### src/core/fdq_pkg.sv
`default_nettype none
package fdq_pkg;

  // ---------------------------------------------------------------
  // Register map
  // ---------------------------------------------------------------
  localparam logic [7:0] STAT_OFS = 8'h00;
  localparam logic [7:0] QSTAT_OFS = 8'h04;
  localparam logic [7:0] QADDR_OFS = 8'h08;
  localparam logic [7:0] QWORD_OFS = 8'h0C;
  localparam logic [7:0] CTRL_OFS = 8'h10;
  localparam int ADDR_W = 8;

  // ---------------------------------------------------------------
  // Status word layout
  // ---------------------------------------------------------------
  localparam int VER_LSB = 17;
  localparam int VER_W = 3;
  localparam int FTT_LSB = 14;
  localparam int FTT_W = 3;
  localparam int QNE_POS = 13;
  localparam logic [31:0] STAT_WMASK = 32'hFFF0_1FFF;
  localparam logic [31:0] STAT_RESET = 32'h0000_0000;
  localparam logic [2:0] NO_FPU_VER = 3'h7;
  localparam logic [2:0] FTT_NONE = 3'h0;
  localparam logic [2:0] FTT_UNIMP = 3'h3;
  localparam logic [2:0] FTT_SEQ = 3'h4;
  localparam int CTRL_FLUSH_POS = 0;
  localparam int QST_STATE_LSB = 8;
  localparam logic [31:0] ADDR_STEP = 32'h0000_0004;
  localparam logic [31:0] ALL_ONES = 32'hFFFF_FFFF;

  // ---------------------------------------------------------------
  // Bus answers
  // ---------------------------------------------------------------
  localparam logic [1:0] RESP_OKAY = 2'b00;
  localparam logic [1:0] RESP_SLVERR = 2'b10;

  typedef enum logic [1:0] {
    fp_running_state = 2'b00,
    fp_trap_pending_state = 2'b01,
    fp_trap_state = 2'b10
  } fdq_state_t;

  typedef enum logic [2:0] {
    KIND_OP = 3'b000,
    KIND_LOAD = 3'b001,
    KIND_BRANCH = 3'b010,
    KIND_STORE = 3'b011,
    KIND_SFQ = 3'b100,
    KIND_SFSR = 3'b101,
    KIND_LFSR = 3'b110
  } fdq_kind_t;

endpackage : fdq_pkg
`default_nettype wire

### src/core/fdq_qif.sv
`timescale 1ns/1ns
`default_nettype none
interface fdq_qif #(parameter int DEPTH = 4);
  localparam int CW = $clog2(DEPTH + 1);
  logic push;
  logic pop;
  logic clear;
  logic [31:0] push_addr;
  logic [31:0] push_word;
  logic [31:0] front_addr;
  logic [31:0] front_word;
  logic [CW-1:0] count;
  logic full;
  logic not_empty;
  modport ctl (output push, pop, clear, push_addr, push_word,
    input front_addr, front_word, count, full, not_empty);
  modport store (input push, pop, clear, push_addr, push_word,
    output front_addr, front_word, count, full, not_empty);
endinterface : fdq_qif
`default_nettype wire

### src/core/fdq_trap_unit.sv
`timescale 1ns/1ns
`default_nettype none
module fdq_trap_unit
  import fdq_pkg::*;
#(
  parameter int DEPTH = 4,
  parameter logic [2:0] FPU_VERSION = 3'h1 // Arbitrary value, not seven
) (
  input wire logic aclk,
  input wire logic aresetn,
  input wire logic [ADDR_W-1:0] s_axi_awaddr,
  input wire logic s_axi_awvalid,
  output logic s_axi_awready,
  input wire logic [31:0] s_axi_wdata,
  input wire logic [3:0] s_axi_wstrb,
  input wire logic s_axi_wvalid,
  output logic s_axi_wready,
  output logic [1:0] s_axi_bresp,
  output logic s_axi_bvalid,
  input wire logic s_axi_bready,
  input wire logic [ADDR_W-1:0] s_axi_araddr,
  input wire logic s_axi_arvalid,
  output logic s_axi_arready,
  output logic [31:0] s_axi_rdata,
  output logic [1:0] s_axi_rresp,
  output logic s_axi_rvalid,
  input wire logic s_axi_rready,
  input wire logic issue_valid,
  output logic issue_ready,
  input wire fdq_kind_t issue_kind,
  input wire logic issue_unimpl,
  input wire logic [31:0] issue_addr,
  input wire logic [31:0] issue_word,
  input wire logic [31:0] issue_data,
  input wire logic op_done,
  input wire logic op_fault,
  input wire logic load_access_fault,
  output logic fp_trap,
  output logic [31:0] fp_status_word,
  output logic sfq_valid,
  output logic [31:0] sfq_addr0,
  output logic [31:0] sfq_data0,
  output logic [31:0] sfq_addr1,
  output logic [31:0] sfq_data1,
  output logic fill_valid,
  output logic [31:0] fill_data
);

  // ---------------------------------------------------------------
  // State
  // ---------------------------------------------------------------
  fdq_qif #(.DEPTH(DEPTH)) q ();
  fdq_queue #(.DEPTH(DEPTH)) u_queue (.aclk(aclk), .aresetn(aresetn), .q(q));

  fdq_state_t state_q;
  fdq_state_t state_d;
  localparam int QCW = $clog2(DEPTH + 1);
  logic [31:0] stat_q;
  logic [2:0] ftt_q;
  logic [2:0] ftt_d;
  logic trap_q;
  logic [ADDR_W-1:0] awaddr_q;
  logic aw_have_q;
  logic [31:0] wdata_q;
  logic [3:0] wstrb_q;
  logic w_have_q;
  logic bvalid_q;
  logic [1:0] bresp_q;
  logic rvalid_q;
  logic [31:0] rdata_q;
  logic [1:0] rresp_q;
  logic sfq_valid_q;
  logic [31:0] sfq_addr0_q;
  logic [31:0] sfq_data0_q;
  logic [31:0] sfq_addr1_q;
  logic [31:0] sfq_data1_q;
  logic fill_valid_q;

  function automatic logic [31:0] merge(input logic [31:0] old,
      input logic [31:0] nw, input logic [3:0] strb);
    for (int i = 0; i < 4; i++) begin
      merge[i*8 +: 8] = strb[i] ? nw[i*8 +: 8] : old[i*8 +: 8];
    end
  endfunction : merge

  function automatic logic known(input logic [ADDR_W-1:0] a);
    known = (a == STAT_OFS) || (a == QSTAT_OFS) || (a == QADDR_OFS) ||
      (a == QWORD_OFS) || (a == CTRL_OFS);
  endfunction : known

  // ---------------------------------------------------------------
  // Decode
  // ---------------------------------------------------------------
  wire take = issue_valid && issue_ready;
  wire is_run = (state_q == fp_running_state);
  wire is_pend = (state_q == fp_trap_pending_state);
  wire is_trap = (state_q == fp_trap_state);
  wire k_op = (issue_kind == KIND_OP);
  wire k_seq = k_op || (issue_kind == KIND_LOAD) || (issue_kind == KIND_BRANCH);
  wire k_sfq = (issue_kind == KIND_SFQ);
  wire k_lfsr = (issue_kind == KIND_LFSR);
  wire wr_go = aw_have_q && w_have_q && !bvalid_q;
  wire sw_flush = wr_go && (awaddr_q == CTRL_OFS) && wstrb_q[0] &&
    wdata_q[CTRL_FLUSH_POS];
  wire sw_stat = wr_go && (awaddr_q == STAT_OFS);
  wire run_push = take && is_run && k_op;
  wire run_fault = is_run && (op_fault || (run_push && issue_unimpl));
  wire trap_go = take && is_pend;
  wire seq_err = take && is_trap && k_seq;
  wire sfq_go = take && is_trap && k_sfq && q.not_empty;
  wire last_pop = sfq_go && (q.count == QCW'(1));
  wire lfsr_go = take && is_run && k_lfsr;

  // Back-pressure only when a new operation has no slot left
  assign issue_ready = !(is_run && k_op && q.full && !(op_done && q.not_empty));

  // Frozen once a fault is seen, so the faulting operation stays in front
  assign q.push = run_push && !sw_flush;
  assign q.push_addr = issue_addr;
  assign q.push_word = issue_word;
  assign q.pop = (is_run && op_done && !op_fault) || sfq_go;
  assign q.clear = sw_flush;

  always_comb begin
    state_d = state_q;
    ftt_d = ftt_q;
    unique case (state_q)
      fp_running_state: begin
        if (run_fault) begin
          state_d = fp_trap_pending_state;
        end
        if (run_push && issue_unimpl) begin
          ftt_d = FTT_UNIMP;
        end
      end
      fp_trap_pending_state: begin
        if (trap_go) begin
          state_d = fp_trap_state;
        end
      end
      fp_trap_state: begin
        if (seq_err) begin
          state_d = fp_trap_pending_state;
          ftt_d = FTT_SEQ;
        end else if (last_pop) begin
          state_d = fp_running_state;
        end
      end
      default: begin
        state_d = fp_running_state;
      end
    endcase
    if (sw_flush) begin
      state_d = fp_running_state;
      ftt_d = FTT_NONE;
    end
  end

  // ---------------------------------------------------------------
  // Sequencer and status word
  // ---------------------------------------------------------------
  always_ff @(posedge aclk) begin
    if (!aresetn) begin
      state_q <= fp_running_state;
      ftt_q <= FTT_NONE;
      trap_q <= 1'b0;
    end else begin
      state_q <= state_d;
      ftt_q <= ftt_d;
      trap_q <= trap_go && !sw_flush;
    end
  end

  // Integer-side load wins over a software write in the same cycle
  always_ff @(posedge aclk) begin
    if (!aresetn) begin
      stat_q <= STAT_RESET;
    end else if (lfsr_go) begin
      stat_q <= issue_data & STAT_WMASK;
    end else if (sw_stat) begin
      stat_q <= merge(stat_q, wdata_q, wstrb_q) & STAT_WMASK;
    end
  end

  wire [31:0] stat_view = stat_q | (32'(FPU_VERSION) << VER_LSB) |
    (32'(ftt_q) << FTT_LSB) | (32'(q.not_empty) << QNE_POS);
  assign fp_status_word = stat_view;
  assign fp_trap = trap_q;

  // ---------------------------------------------------------------
  // Store-front and load-fault outputs
  // ---------------------------------------------------------------
  always_ff @(posedge aclk) begin
    if (!aresetn) begin
      sfq_valid_q <= 1'b0;
      sfq_addr0_q <= '0;
      sfq_data0_q <= '0;
      sfq_addr1_q <= '0;
      sfq_data1_q <= '0;
      fill_valid_q <= 1'b0;
    end else begin
      sfq_valid_q <= sfq_go && !sw_flush;
      if (sfq_go) begin
        sfq_addr0_q <= issue_data;
        sfq_data0_q <= q.front_addr;
        sfq_addr1_q <= issue_data + ADDR_STEP;
        sfq_data1_q <= q.front_word;
      end
      fill_valid_q <= load_access_fault;
    end
  end

  assign sfq_valid = sfq_valid_q;
  assign sfq_addr0 = sfq_addr0_q;
  assign sfq_data0 = sfq_data0_q;
  assign sfq_addr1 = sfq_addr1_q;
  assign sfq_data1 = sfq_data1_q;
  assign fill_valid = fill_valid_q;
  assign fill_data = ALL_ONES;

  // ---------------------------------------------------------------
  // Register slave
  // ---------------------------------------------------------------
  assign s_axi_awready = !aw_have_q && !bvalid_q;
  assign s_axi_wready = !w_have_q && !bvalid_q;
  assign s_axi_bvalid = bvalid_q;
  assign s_axi_bresp = bresp_q;
  assign s_axi_arready = !rvalid_q;
  assign s_axi_rvalid = rvalid_q;
  assign s_axi_rdata = rdata_q;
  assign s_axi_rresp = rresp_q;

  wire [31:0] rd_mux =
    (s_axi_araddr == STAT_OFS) ? stat_view :
    (s_axi_araddr == QSTAT_OFS) ? (32'(q.count) | (32'(state_q) << QST_STATE_LSB)) :
    (s_axi_araddr == QADDR_OFS) ? q.front_addr :
    (s_axi_araddr == QWORD_OFS) ? q.front_word : '0;

  always_ff @(posedge aclk) begin
    if (!aresetn) begin
      aw_have_q <= 1'b0;
      w_have_q <= 1'b0;
      awaddr_q <= '0;
      wdata_q <= '0;
      wstrb_q <= '0;
      bvalid_q <= 1'b0;
      bresp_q <= RESP_OKAY;
    end else begin
      if (s_axi_awvalid && s_axi_awready) begin
        aw_have_q <= 1'b1;
        awaddr_q <= s_axi_awaddr;
      end
      if (s_axi_wvalid && s_axi_wready) begin
        w_have_q <= 1'b1;
        wdata_q <= s_axi_wdata;
        wstrb_q <= s_axi_wstrb;
      end
      if (wr_go) begin
        aw_have_q <= 1'b0;
        w_have_q <= 1'b0;
        bvalid_q <= 1'b1;
        bresp_q <= known(awaddr_q) ? RESP_OKAY : RESP_SLVERR;
      end else if (s_axi_bready) begin
        bvalid_q <= 1'b0;
      end
    end
  end

  always_ff @(posedge aclk) begin
    if (!aresetn) begin
      rvalid_q <= 1'b0;
      rdata_q <= '0;
      rresp_q <= RESP_OKAY;
    end else if (s_axi_arvalid && s_axi_arready) begin
      rvalid_q <= 1'b1;
      rdata_q <= rd_mux;
      rresp_q <= known(s_axi_araddr) ? RESP_OKAY : RESP_SLVERR;
    end else if (s_axi_rready) begin
      rvalid_q <= 1'b0;
    end
  end
endmodule : fdq_trap_unit
`default_nettype wire

### src/core/fdq_queue.sv
`timescale 1ns/1ns
`default_nettype none
module fdq_queue #(
  parameter int DEPTH = 4
) (
  input wire logic aclk,
  input wire logic aresetn,
  fdq_qif.store q
);
  localparam int PW = (DEPTH > 1) ? $clog2(DEPTH) : 1;
  localparam int CW = $clog2(DEPTH + 1);

  // ---------------------------------------------------------------
  // Doubleword storage
  // ---------------------------------------------------------------
  logic [31:0] addr_mem [DEPTH];
  logic [31:0] word_mem [DEPTH];
  logic [PW-1:0] rd_q;
  logic [PW-1:0] wr_q;
  logic [CW-1:0] cnt_q;
  logic push_ok;
  logic pop_ok;

  function automatic logic [PW-1:0] step(input logic [PW-1:0] p);
    step = (p == PW'(DEPTH - 1)) ? '0 : p + PW'(1);
  endfunction : step

  assign pop_ok = q.pop && (cnt_q != '0);
  // Push into a full queue is allowed only when a pop frees a slot
  assign push_ok = q.push && ((cnt_q != CW'(DEPTH)) || pop_ok);
  assign q.front_addr = addr_mem[rd_q];
  assign q.front_word = word_mem[rd_q];
  assign q.count = cnt_q;
  assign q.full = (cnt_q == CW'(DEPTH));
  assign q.not_empty = (cnt_q != '0);

  always_ff @(posedge aclk) begin
    if (push_ok) begin
      addr_mem[wr_q] <= q.push_addr;
      word_mem[wr_q] <= q.push_word;
    end
  end

  always_ff @(posedge aclk) begin
    if (!aresetn || q.clear) begin
      rd_q <= '0;
      wr_q <= '0;
      cnt_q <= '0;
    end else begin
      if (push_ok) begin
        wr_q <= step(wr_q);
      end
      if (pop_ok) begin
        rd_q <= step(rd_q);
      end
      cnt_q <= cnt_q + CW'(push_ok) - CW'(pop_ok);
    end
  end
endmodule : fdq_queue
`default_nettype wire

### config.mk
export PLATFORM = sky130hd
export DESIGN_NAME = fdq_trap_unit
export DESIGN_NICKNAME = d
export VERILOG_FILES = /design/src/core/fdq_pkg.sv /design/src/core/fdq_qif.sv /design/src/core/fdq_trap_unit.sv /design/src/core/fdq_queue.sv
export SDC_FILE = /design/constraint.sdc
export NUM_CORES = 1
export LEC_CHECK = 0
export ABC_AREA = 1
export BUFFER_PORTS_ARGS = -buffer_cell sky130_fd_sc_hd__buf_2
export CORE_MARGIN = 4
export CORE_UTILIZATION = 36
export CTS_CLUSTER_DIAMETER = 30
export DETAILED_ROUTE_END_ITERATION = 10
export GPL_ROUTABILITY_DRIVEN = 0
export GPL_TIMING_DRIVEN = 0
export PLACE_DENSITY_LB_ADDON = 0.12
export SYNTH_ARGS = -nofsm -noshare
export SYNTH_HDL_FRONTEND = slang
export SYNTH_SLANG_ARGS = --single-unit
### constraint.sdc
create_clock -name aclk -period 5.15 [get_ports aclk]
set_clock_uncertainty 0.1 [all_clocks]
set_input_delay 0.7725 -clock aclk [delete_from_list [all_inputs] [get_ports aclk]]
set_output_delay 0.7725 -clock aclk [all_outputs]
set_load 0.03 [all_outputs]
### After elaboration in Yosys (flattened, before gate mapping)

Memories as Yosys holds them, arrays and structs flattened. A register that Yosys moved wholly into a read port is not among the register bits.
Cells that the tools add are included.

| storage, ports and cells | value |
|---|---|
| flip-flop bits (word level) | 252 |
| bits in writable memories | 256 |
| bits of input ports | 163 |
| output and inout bits | 237 |
| logic and storage cells | 171 |
| memories kept | 2 |

Memories:

| name | depth | bits a word | read ports | clocked after memory_dff | wr ports | RTL line | RTL |
|---|---|---|---|---|---|---|---|
| u_queue.addr_mem | 4 | 32 | 1 | 1 | 1 | fdq_queue.sv:16 | `logic [31:0] addr_mem [DEPTH];` |
| u_queue.word_mem | 4 | 32 | 1 | 1 | 1 | fdq_queue.sv:17 | `logic [31:0] word_mem [DEPTH];` |

| cells by class | value |
|---|---|
| add/subtract/negate cells | 5 |
| equality and inequality tests | 24 |
| multiplexer cells | 32 |
| bitwise operators | 4 |
| reductions and logical operators | 78 |

Operator list:

| operator | number |
|---|---|
| 32-bit two-way mux | 6 |
| 1-bit logical AND | 34 |
| 32-bit by 3-bit adder with 32-bit output (second input constant) | 1 |
| 8-bit by 4-bit == test with 1-bit output (second input constant) | 4 |
| 32-bit by 14-bit bitwise OR with 32-bit output | 1 |
| 32-bit by 17-bit bitwise OR with 32-bit output | 1 |
| 2-bit two-way mux | 12 |
| 8-bit two-way mux | 3 |
| 8-bit by 3-bit == test with 1-bit output (second input constant) | 2 |
| 8-bit by 5-bit == test with 1-bit output (second input constant) | 2 |
| 8-bit zero test | 2 |
| 2-bit nonzero test | 8 |
| 1-bit logical OR | 14 |
| 3-bit by 10-bit bitwise OR with 10-bit output | 1 |
| 3-bit == test (second input constant) | 3 |
| 1-bit zero test | 9 |
| 2-bit by 1-bit inequality test with 1-bit output (second input constant) | 4 |
| 2-bit AND reduction | 4 |
| 2-bit == test (second input constant) | 3 |
| 3-bit by 1-bit == test with 1-bit output (second input constant) | 2 |
| 1-bit two-way mux | 6 |
| 3-bit two-way mux | 2 |
| 2-bit one-hot mux with 3 select lines | 1 |
| 3-bit one-hot mux with 2 select lines | 1 |
| 14 further kinds | 17 |

### Logic depth before layout (Yosys ltp)

| logic depth | value |
|---|---|
| depth after elaboration | 15 |
| mapped depth | 13 |
| mapped depth without buffers | 13 |

### Modules after synthesis

Synthesis repeated with hierarchy kept, for this count alone.

| unflattened totals | value |
|---|---|
| cells, all modules | 2,230 |
| area, all modules | 20,686.1 um2 |

By module, submodules not included:

| module | instances | cells each | area an instance (um2) | sequential area each (um2) |
|---|---|---|---|---|
| fdq_trap_unit | 1 | 1,543 | 10,690.3 | 4,664.5 |
| fdq_queue | 1 | 687 | 9,995.8 | 7,867.5 |

### Worst setup path after synthesis

Ideal clock, no wire load.

| timing path | value |
|---|---|
| path type | input to register |
| start | input port issue_kind[1] |
| end | memory u_queue.addr_mem[0][0] (enable) |
| setup time | 0.486 ns |
| arrival time | 4.343 ns |
| required time | 4.564 ns |
| slack | 0.220 ns |
| stages | 8 |
| path buffers | 0 |
| path through | nor2_2 > nand2_1 > nor2_1 > nand3_2 > nand4_1 > nor2_1 > nand2_1 > nor2_1 |

| between the ends | value |
|---|---|
| cells in the longest elaborated chain, start to end | 15 |
| elaborated cells on any way between the ends | 19 |
| classes of those cells | eq/ne (1); mux (2); reduce/logical (16) |

RTL lines:

| element | RTL line | RTL |
|---|---|---|
| start, declared | fdq_trap_unit.sv:30 | `input wire fdq_kind_t issue_kind,` |
| 3-bit zero test (*) | fdq_trap_unit.sv:98 | `wire k_op = (issue_kind == KIND_OP);` |
| 1-bit logical AND (*) (3 in series) | fdq_trap_unit.sv:115 | `assign issue_ready = !(is_run && k_op && q.full && !(op_done && q.not_empty));` |
| 1-bit zero test (*) | fdq_trap_unit.sv:115 |  |
| net issue_ready | fdq_trap_unit.sv:29 | `output logic issue_ready,` |
| 1-bit logical AND (*) | fdq_trap_unit.sv:94 | `wire take = issue_valid && issue_ready;` |
| 1-bit logical AND (3 in series) | fdq_trap_unit.sv:110 | `wire sfq_go = take && is_trap && k_sfq && q.not_empty;` |
| 1-bit logical OR | fdq_trap_unit.sv:121 | `assign q.pop = (is_run && op_done && !op_fault) \|\| sfq_go;` |
| 1-bit logical AND | fdq_queue.sv:28 | `assign pop_ok = q.pop && (cnt_q != '0);` |
| 1-bit logical OR | fdq_queue.sv:30 | `assign push_ok = q.push && ((cnt_q != CW'(DEPTH)) \|\| pop_ok);` |
| 1-bit logical AND (*) | fdq_queue.sv:30 |  |
| 1-bit two-way mux (*) | fdq_queue.sv:38 | `if (push_ok) begin` |
| 1-bit two-way mux (not written as such) (*) | fdq_queue.sv:39 | `addr_mem[wr_q] <= q.push_addr;` |
| end, declared | fdq_queue.sv:16 |  |

Mark *: on every way through the listed nets, which the timed path passes. The rest lies on a longest branch.

### Worst setup path after layout

| timing path | value |
|---|---|
| start | register u_queue.cnt_q[1], in the netlist u_queue.q.count[1] |
| end | memory u_queue.word_mem[2][12] (enable) |

| between the ends | value |
|---|---|
| cells in the longest elaborated chain, start to end | 15 |
| elaborated cells on any way between the ends | 21 |
| classes of those cells | eq/ne (2); mux (2); reduce/logical (17) |

RTL lines:

| element | RTL line | RTL |
|---|---|---|
| start, declared | fdq_queue.sv:20 | `logic [CW-1:0] cnt_q;` |
| start signal, assigned | fdq_queue.sv:56 | `cnt_q <= cnt_q + CW'(push_ok) - CW'(pop_ok);` |
| 3-bit nonzero test (*) | fdq_queue.sv:35 | `assign q.not_empty = (cnt_q != '0);` |
| net q.not_empty | fdq_qif.sv:14 | `logic not_empty;` |
| 1-bit logical AND | fdq_trap_unit.sv:115 |  |
| 1-bit zero test | fdq_trap_unit.sv:115 |  |
| 1-bit logical AND | fdq_trap_unit.sv:115 |  |
| 1-bit zero test | fdq_trap_unit.sv:115 |  |
| 1-bit logical AND | fdq_trap_unit.sv:94 |  |
| 1-bit logical AND (3 in series) | fdq_trap_unit.sv:110 |  |
| 1-bit logical OR | fdq_trap_unit.sv:121 |  |
| 1-bit logical AND | fdq_queue.sv:28 |  |
| 1-bit logical OR | fdq_queue.sv:30 |  |
| 1-bit logical AND (*) | fdq_queue.sv:30 |  |
| 1-bit two-way mux (*) | fdq_queue.sv:38 |  |
| 1-bit two-way mux (not written as such) (*) | fdq_queue.sv:40 | `word_mem[wr_q] <= q.push_word;` |
| end, declared | fdq_queue.sv:17 |  |

Marked as above.

==> metrics.log <==
[metrics] required arrival time at the worst endpoint: 5.39 ns
[metrics] buffer count from post-CTS setup fixing: 0
[metrics] RSZ-0062 raised after global routing: no
[metrics] Cell Rows: 87
[metrics] clock transition at the register clock pins on the worst setup and hold paths after CTS: 0.05 ns
[metrics] Netlist cell types: 41
[metrics] remaining antenna violation count after routing: 0
[metrics] clk_lat worst skew: 0.65 ns
[metrics] number of buffers created by CTS: 116
[metrics] summed instance area of the synthesized netlist: 20,500 um2
[metrics] worst-case setup slack after placement: 1.58 ns
[metrics] hold endpoint: fill_valid
[metrics] routed length per placed instance: 21.9 um
[metrics] hold path startpoint: load_access_fault
[metrics] Area contributors post-synth: sky130_fd_sc_hd__edfxtp_1, sky130_fd_sc_hd__dfxtp_1, sky130_fd_sc_hd__nor2_1
[metrics] Hold Path Depth: 3
[metrics] global-route layer with the greatest usage: met2
[metrics] P_leak: 11.7 nW
[metrics] Rel. slew slack: 29.6%
[metrics] start-to-end type of the worst setup path: flop to flop
[metrics] Post-layout nets: 2,866
[metrics] Area growth syn-to-layout: 34.8%
[metrics] CTS Buffer Depth: 3
[metrics] number of setup violations in the final report: 0
[metrics] final worst path period share: 59.7%
[metrics] crit path DAT: 3.31 ns
[metrics] worst min path class: primary input to flop
[metrics] sum of internal, switching and leakage power: 12.5 mW
[metrics] cts-stage hold buffer count: 0
[metrics] initial antenna violation count: 9
[metrics] Crit. End Element: flop
[metrics] Starting DRT DRC Count: 1,511
[metrics] CTS Sinks: 498
[metrics] minimum clock period after layout: 3.08 ns
[metrics] max-cap violations: 0
[metrics] clk root buf: sky130_fd_sc_hd__clkbuf_16
[metrics] quantity of I/O buffers inserted on ports: 354
[metrics] register area share after synthesis: 61.2%
[metrics] number of max-slew violations in the final report: 0
[metrics] DRC errors left: 0
[metrics] cell with the most instances after synthesis: sky130_fd_sc_hd__nor2_1
[metrics] crit path setup slack, layout: 2.07 ns
[metrics] pwr dens: 454 nW/um2
[metrics] ratio of cells with drive above 1 in the final layout: 25.8%
[metrics] Setup TNS: 0 ns
[metrics] primary flip-flop cell chosen by synthesis mapping: sky130_fd_sc_hd__edfxtp_1
[metrics] most numerous cell types in the synthesized netlist: sky130_fd_sc_hd__nor2_1, sky130_fd_sc_hd__o21ai_0, sky130_fd_sc_hd__nand2_1
[metrics] length of the first detailed-routing pass in iterations: 5
[metrics] area fraction of the dominant cell type after synthesis: 37.6%
[metrics] launching point of the worst reg2reg path: u_queue.q.count[1]
[metrics] first-pass GRT wire length: 112,000 um
[metrics] overflow left after global routing: 0
[metrics] transition time at the pin with the least slew margin: 1.06 ns
[metrics] FF-to-FF path depth: 9
[metrics] initial core utilization: 36.3%
[metrics] number of failing hold endpoints at the final stage: 0
[metrics] worst IR drop on VDD: 0.275 mV
[metrics] Die Y: 246 um
[metrics] cell accounting for the most synthesized area: sky130_fd_sc_hd__edfxtp_1
[metrics] routed via count divided by cell count: 5.00
[metrics] R2R setup slack: 2.07 ns
[metrics] fraction of synthesis flops using an asynchronous set or reset pin: 0%
[metrics] Die ar.: 60,700 um2
[metrics] boundary pin count: 400
[metrics] endpoint of the lowest-slack register-to-register path: u_queue.word_mem[2][12]
[metrics] status: finished clean
[metrics] TritonCTS clock tree: done
[metrics] filler cell count: 5,419
[metrics] maximum number of pins on one net before global-route repair: 27
[metrics] number of cells upsized or downsized after cts: 0
[metrics] average cell area after synthesis: 9.40 um2
[metrics] Post-synth EDFFs: 256
[metrics] overall routed net length: 78,100 um
[metrics] aggregate global-route resource usage: 24.9%
[metrics] Synth Register Bits: 498
[metrics] M3 GR Usage: 5.17%
[metrics] GRT met1 Usage: 32.8%
[metrics] launching element type of the critical path: flop
[metrics] number of levels in the clock H-tree: 3
[metrics] grt met2 use: 40.8%
[metrics] worst-case hold slack: 0.213 ns
[metrics] maximum frequency from static timing analysis: 325 MHz
[metrics] number of global-route vias before repair: 17,300
[metrics] total number of yosys warnings: 0
[metrics] detailed placement HPWL: 58,300 um
[metrics] worst-path maximum fanout: 22
[metrics] core area: 56,400 um2
[metrics] die width: 246 um
[metrics] number of cells produced by synthesis: 2,178
[metrics] total via count in the routed design: 17,800
-- worst max path at each step --
stage                       start  cells past startpoint  slack, ns                 endpoint
2_1_floorplan       issue_kind[1]                      8       0.22   u_queue.addr_mem[0][0]
3_3_place_gp        issue_kind[1]                      8      -2.61  u_queue.word_mem[3][12]
3_5_place_dp        issue_kind[1]                      9       1.58  u_queue.addr_mem[2][19]
4_1_cts        u_queue.q.count[1]                      9       2.02  u_queue.addr_mem[2][15]
5_1_grt        u_queue.q.count[1]                      9       1.84  u_queue.addr_mem[2][13]
6_report       u_queue.q.count[1]                      9       2.07  u_queue.word_mem[2][12]
-- registers in the layout, indices dropped and copies added, names as in the netlist, 2 cells and up, named ones only --
register	cells
awaddr_q	8
sfq_addr0	32
sfq_data0	32
u_queue.word_mem	128
s_axi_rdata	32
u_queue.rd_q	2
stat_q	25
sfq_data1	32
sfq_addr1	30
u_queue.q.count	3
u_queue.wr_q	2
state_q	2
wstrb_q	4
ftt_q	2
u_queue.addr_mem	128
wdata_q	25
-- cell usage in the layout, fill, tap and decap left out, types with 37 or more instances in the layout --
cell type,n
sky130_fd_sc_hd__conb_1,37
sky130_fd_sc_hd__clkbuf_1,77
sky130_fd_sc_hd__o21ai_1,43
sky130_fd_sc_hd__nor2_1,466
sky130_fd_sc_hd__nand3_1,46
sky130_fd_sc_hd__buf_4,57
sky130_fd_sc_hd__dfxtp_1,242
sky130_fd_sc_hd__edfxtp_1,256
sky130_fd_sc_hd__clkbuf_16,117
sky130_fd_sc_hd__o21ai_0,295
sky130_fd_sc_hd__inv_1,114
sky130_fd_sc_hd__a21oi_1,86
sky130_fd_sc_hd__nand2_1,280
sky130_fd_sc_hd__buf_2,383
sky130_fd_sc_hd__o22ai_1,64
-- metrics by stage --
step           std cells  util, %  area, um2
3_5_place_dp        3332     41.7      23500
5_1_grt             3557     48.9      27600
6_report            3558     48.9      27600
4_1_cts             3553     48.9      27600
2_1_floorplan       2213        -      20600
3_3_place_gp        3323     41.4      23300
-- power breakdown --
part           total (mW)  switching (mW)  internal (mW)
clock                7.44            2.40           5.04
sequential           4.29          0.0414           4.25
combinational       0.804           0.586          0.218
total                12.5            3.03           9.51
-- logic make-up (layout without fill, tap and decap cells) --
kind of cell / count (synthesis) / in the layout / synth area share [%]
AOI/OAI and AO/OA: 519 / 519 / 13.8
xor gates and xnor gates: 12 / 12 / 0.513
adders and majority gates: 9 / 9 / 0.587
buffers and inverters: 289 / 873 / 6.96
DFF: 498 / 498 / 61.2
other: 2 / 42 / 0.0367
and+or+nand+nor: 849 / 849 / 16.9
-- layer usage --
layer  vias up  wire length, um
met3       150             6330
met1      8434            32700
met5         -               22
met2       804            36700
met4         4             2280
li1       8391                -
-- worst max-delay path: stages, from the launching register on --
cell                      delay (ns)
sky130_fd_sc_hd__dfxtp_1        0.36
sky130_fd_sc_hd__nor2_1         0.09
sky130_fd_sc_hd__nand2_2        0.10
sky130_fd_sc_hd__nand2_1        0.07
sky130_fd_sc_hd__nand3_2        0.13
sky130_fd_sc_hd__nand4_1        0.16
sky130_fd_sc_hd__nor2_1         0.33
sky130_fd_sc_hd__nand2_1        0.35
sky130_fd_sc_hd__nor2_4         0.76
sky130_fd_sc_hd__buf_12         0.27
-- cell type report --
| class | count | area [um2] | area share (%) |
|---|---|---|---|
| sequential | 498 | 12500 | 45.4 |
| multi-input combinational | 1426 | 6680 | 24.2 |
| clock buffer | 142 | 3100 | 11.2 |
| timing repair buffer | 363 | 1950 | 7.07 |
| clock inverter | 79 | 947 | 3.43 |
| tap | 756 | 946 | 3.43 |
| buffer | 159 | 937 | 3.40 |
| inverter | 130 | 488 | 1.77 |
| antenna | 5 | 12.5 | 0.0453 |
(Power assumes the default switching activity.)
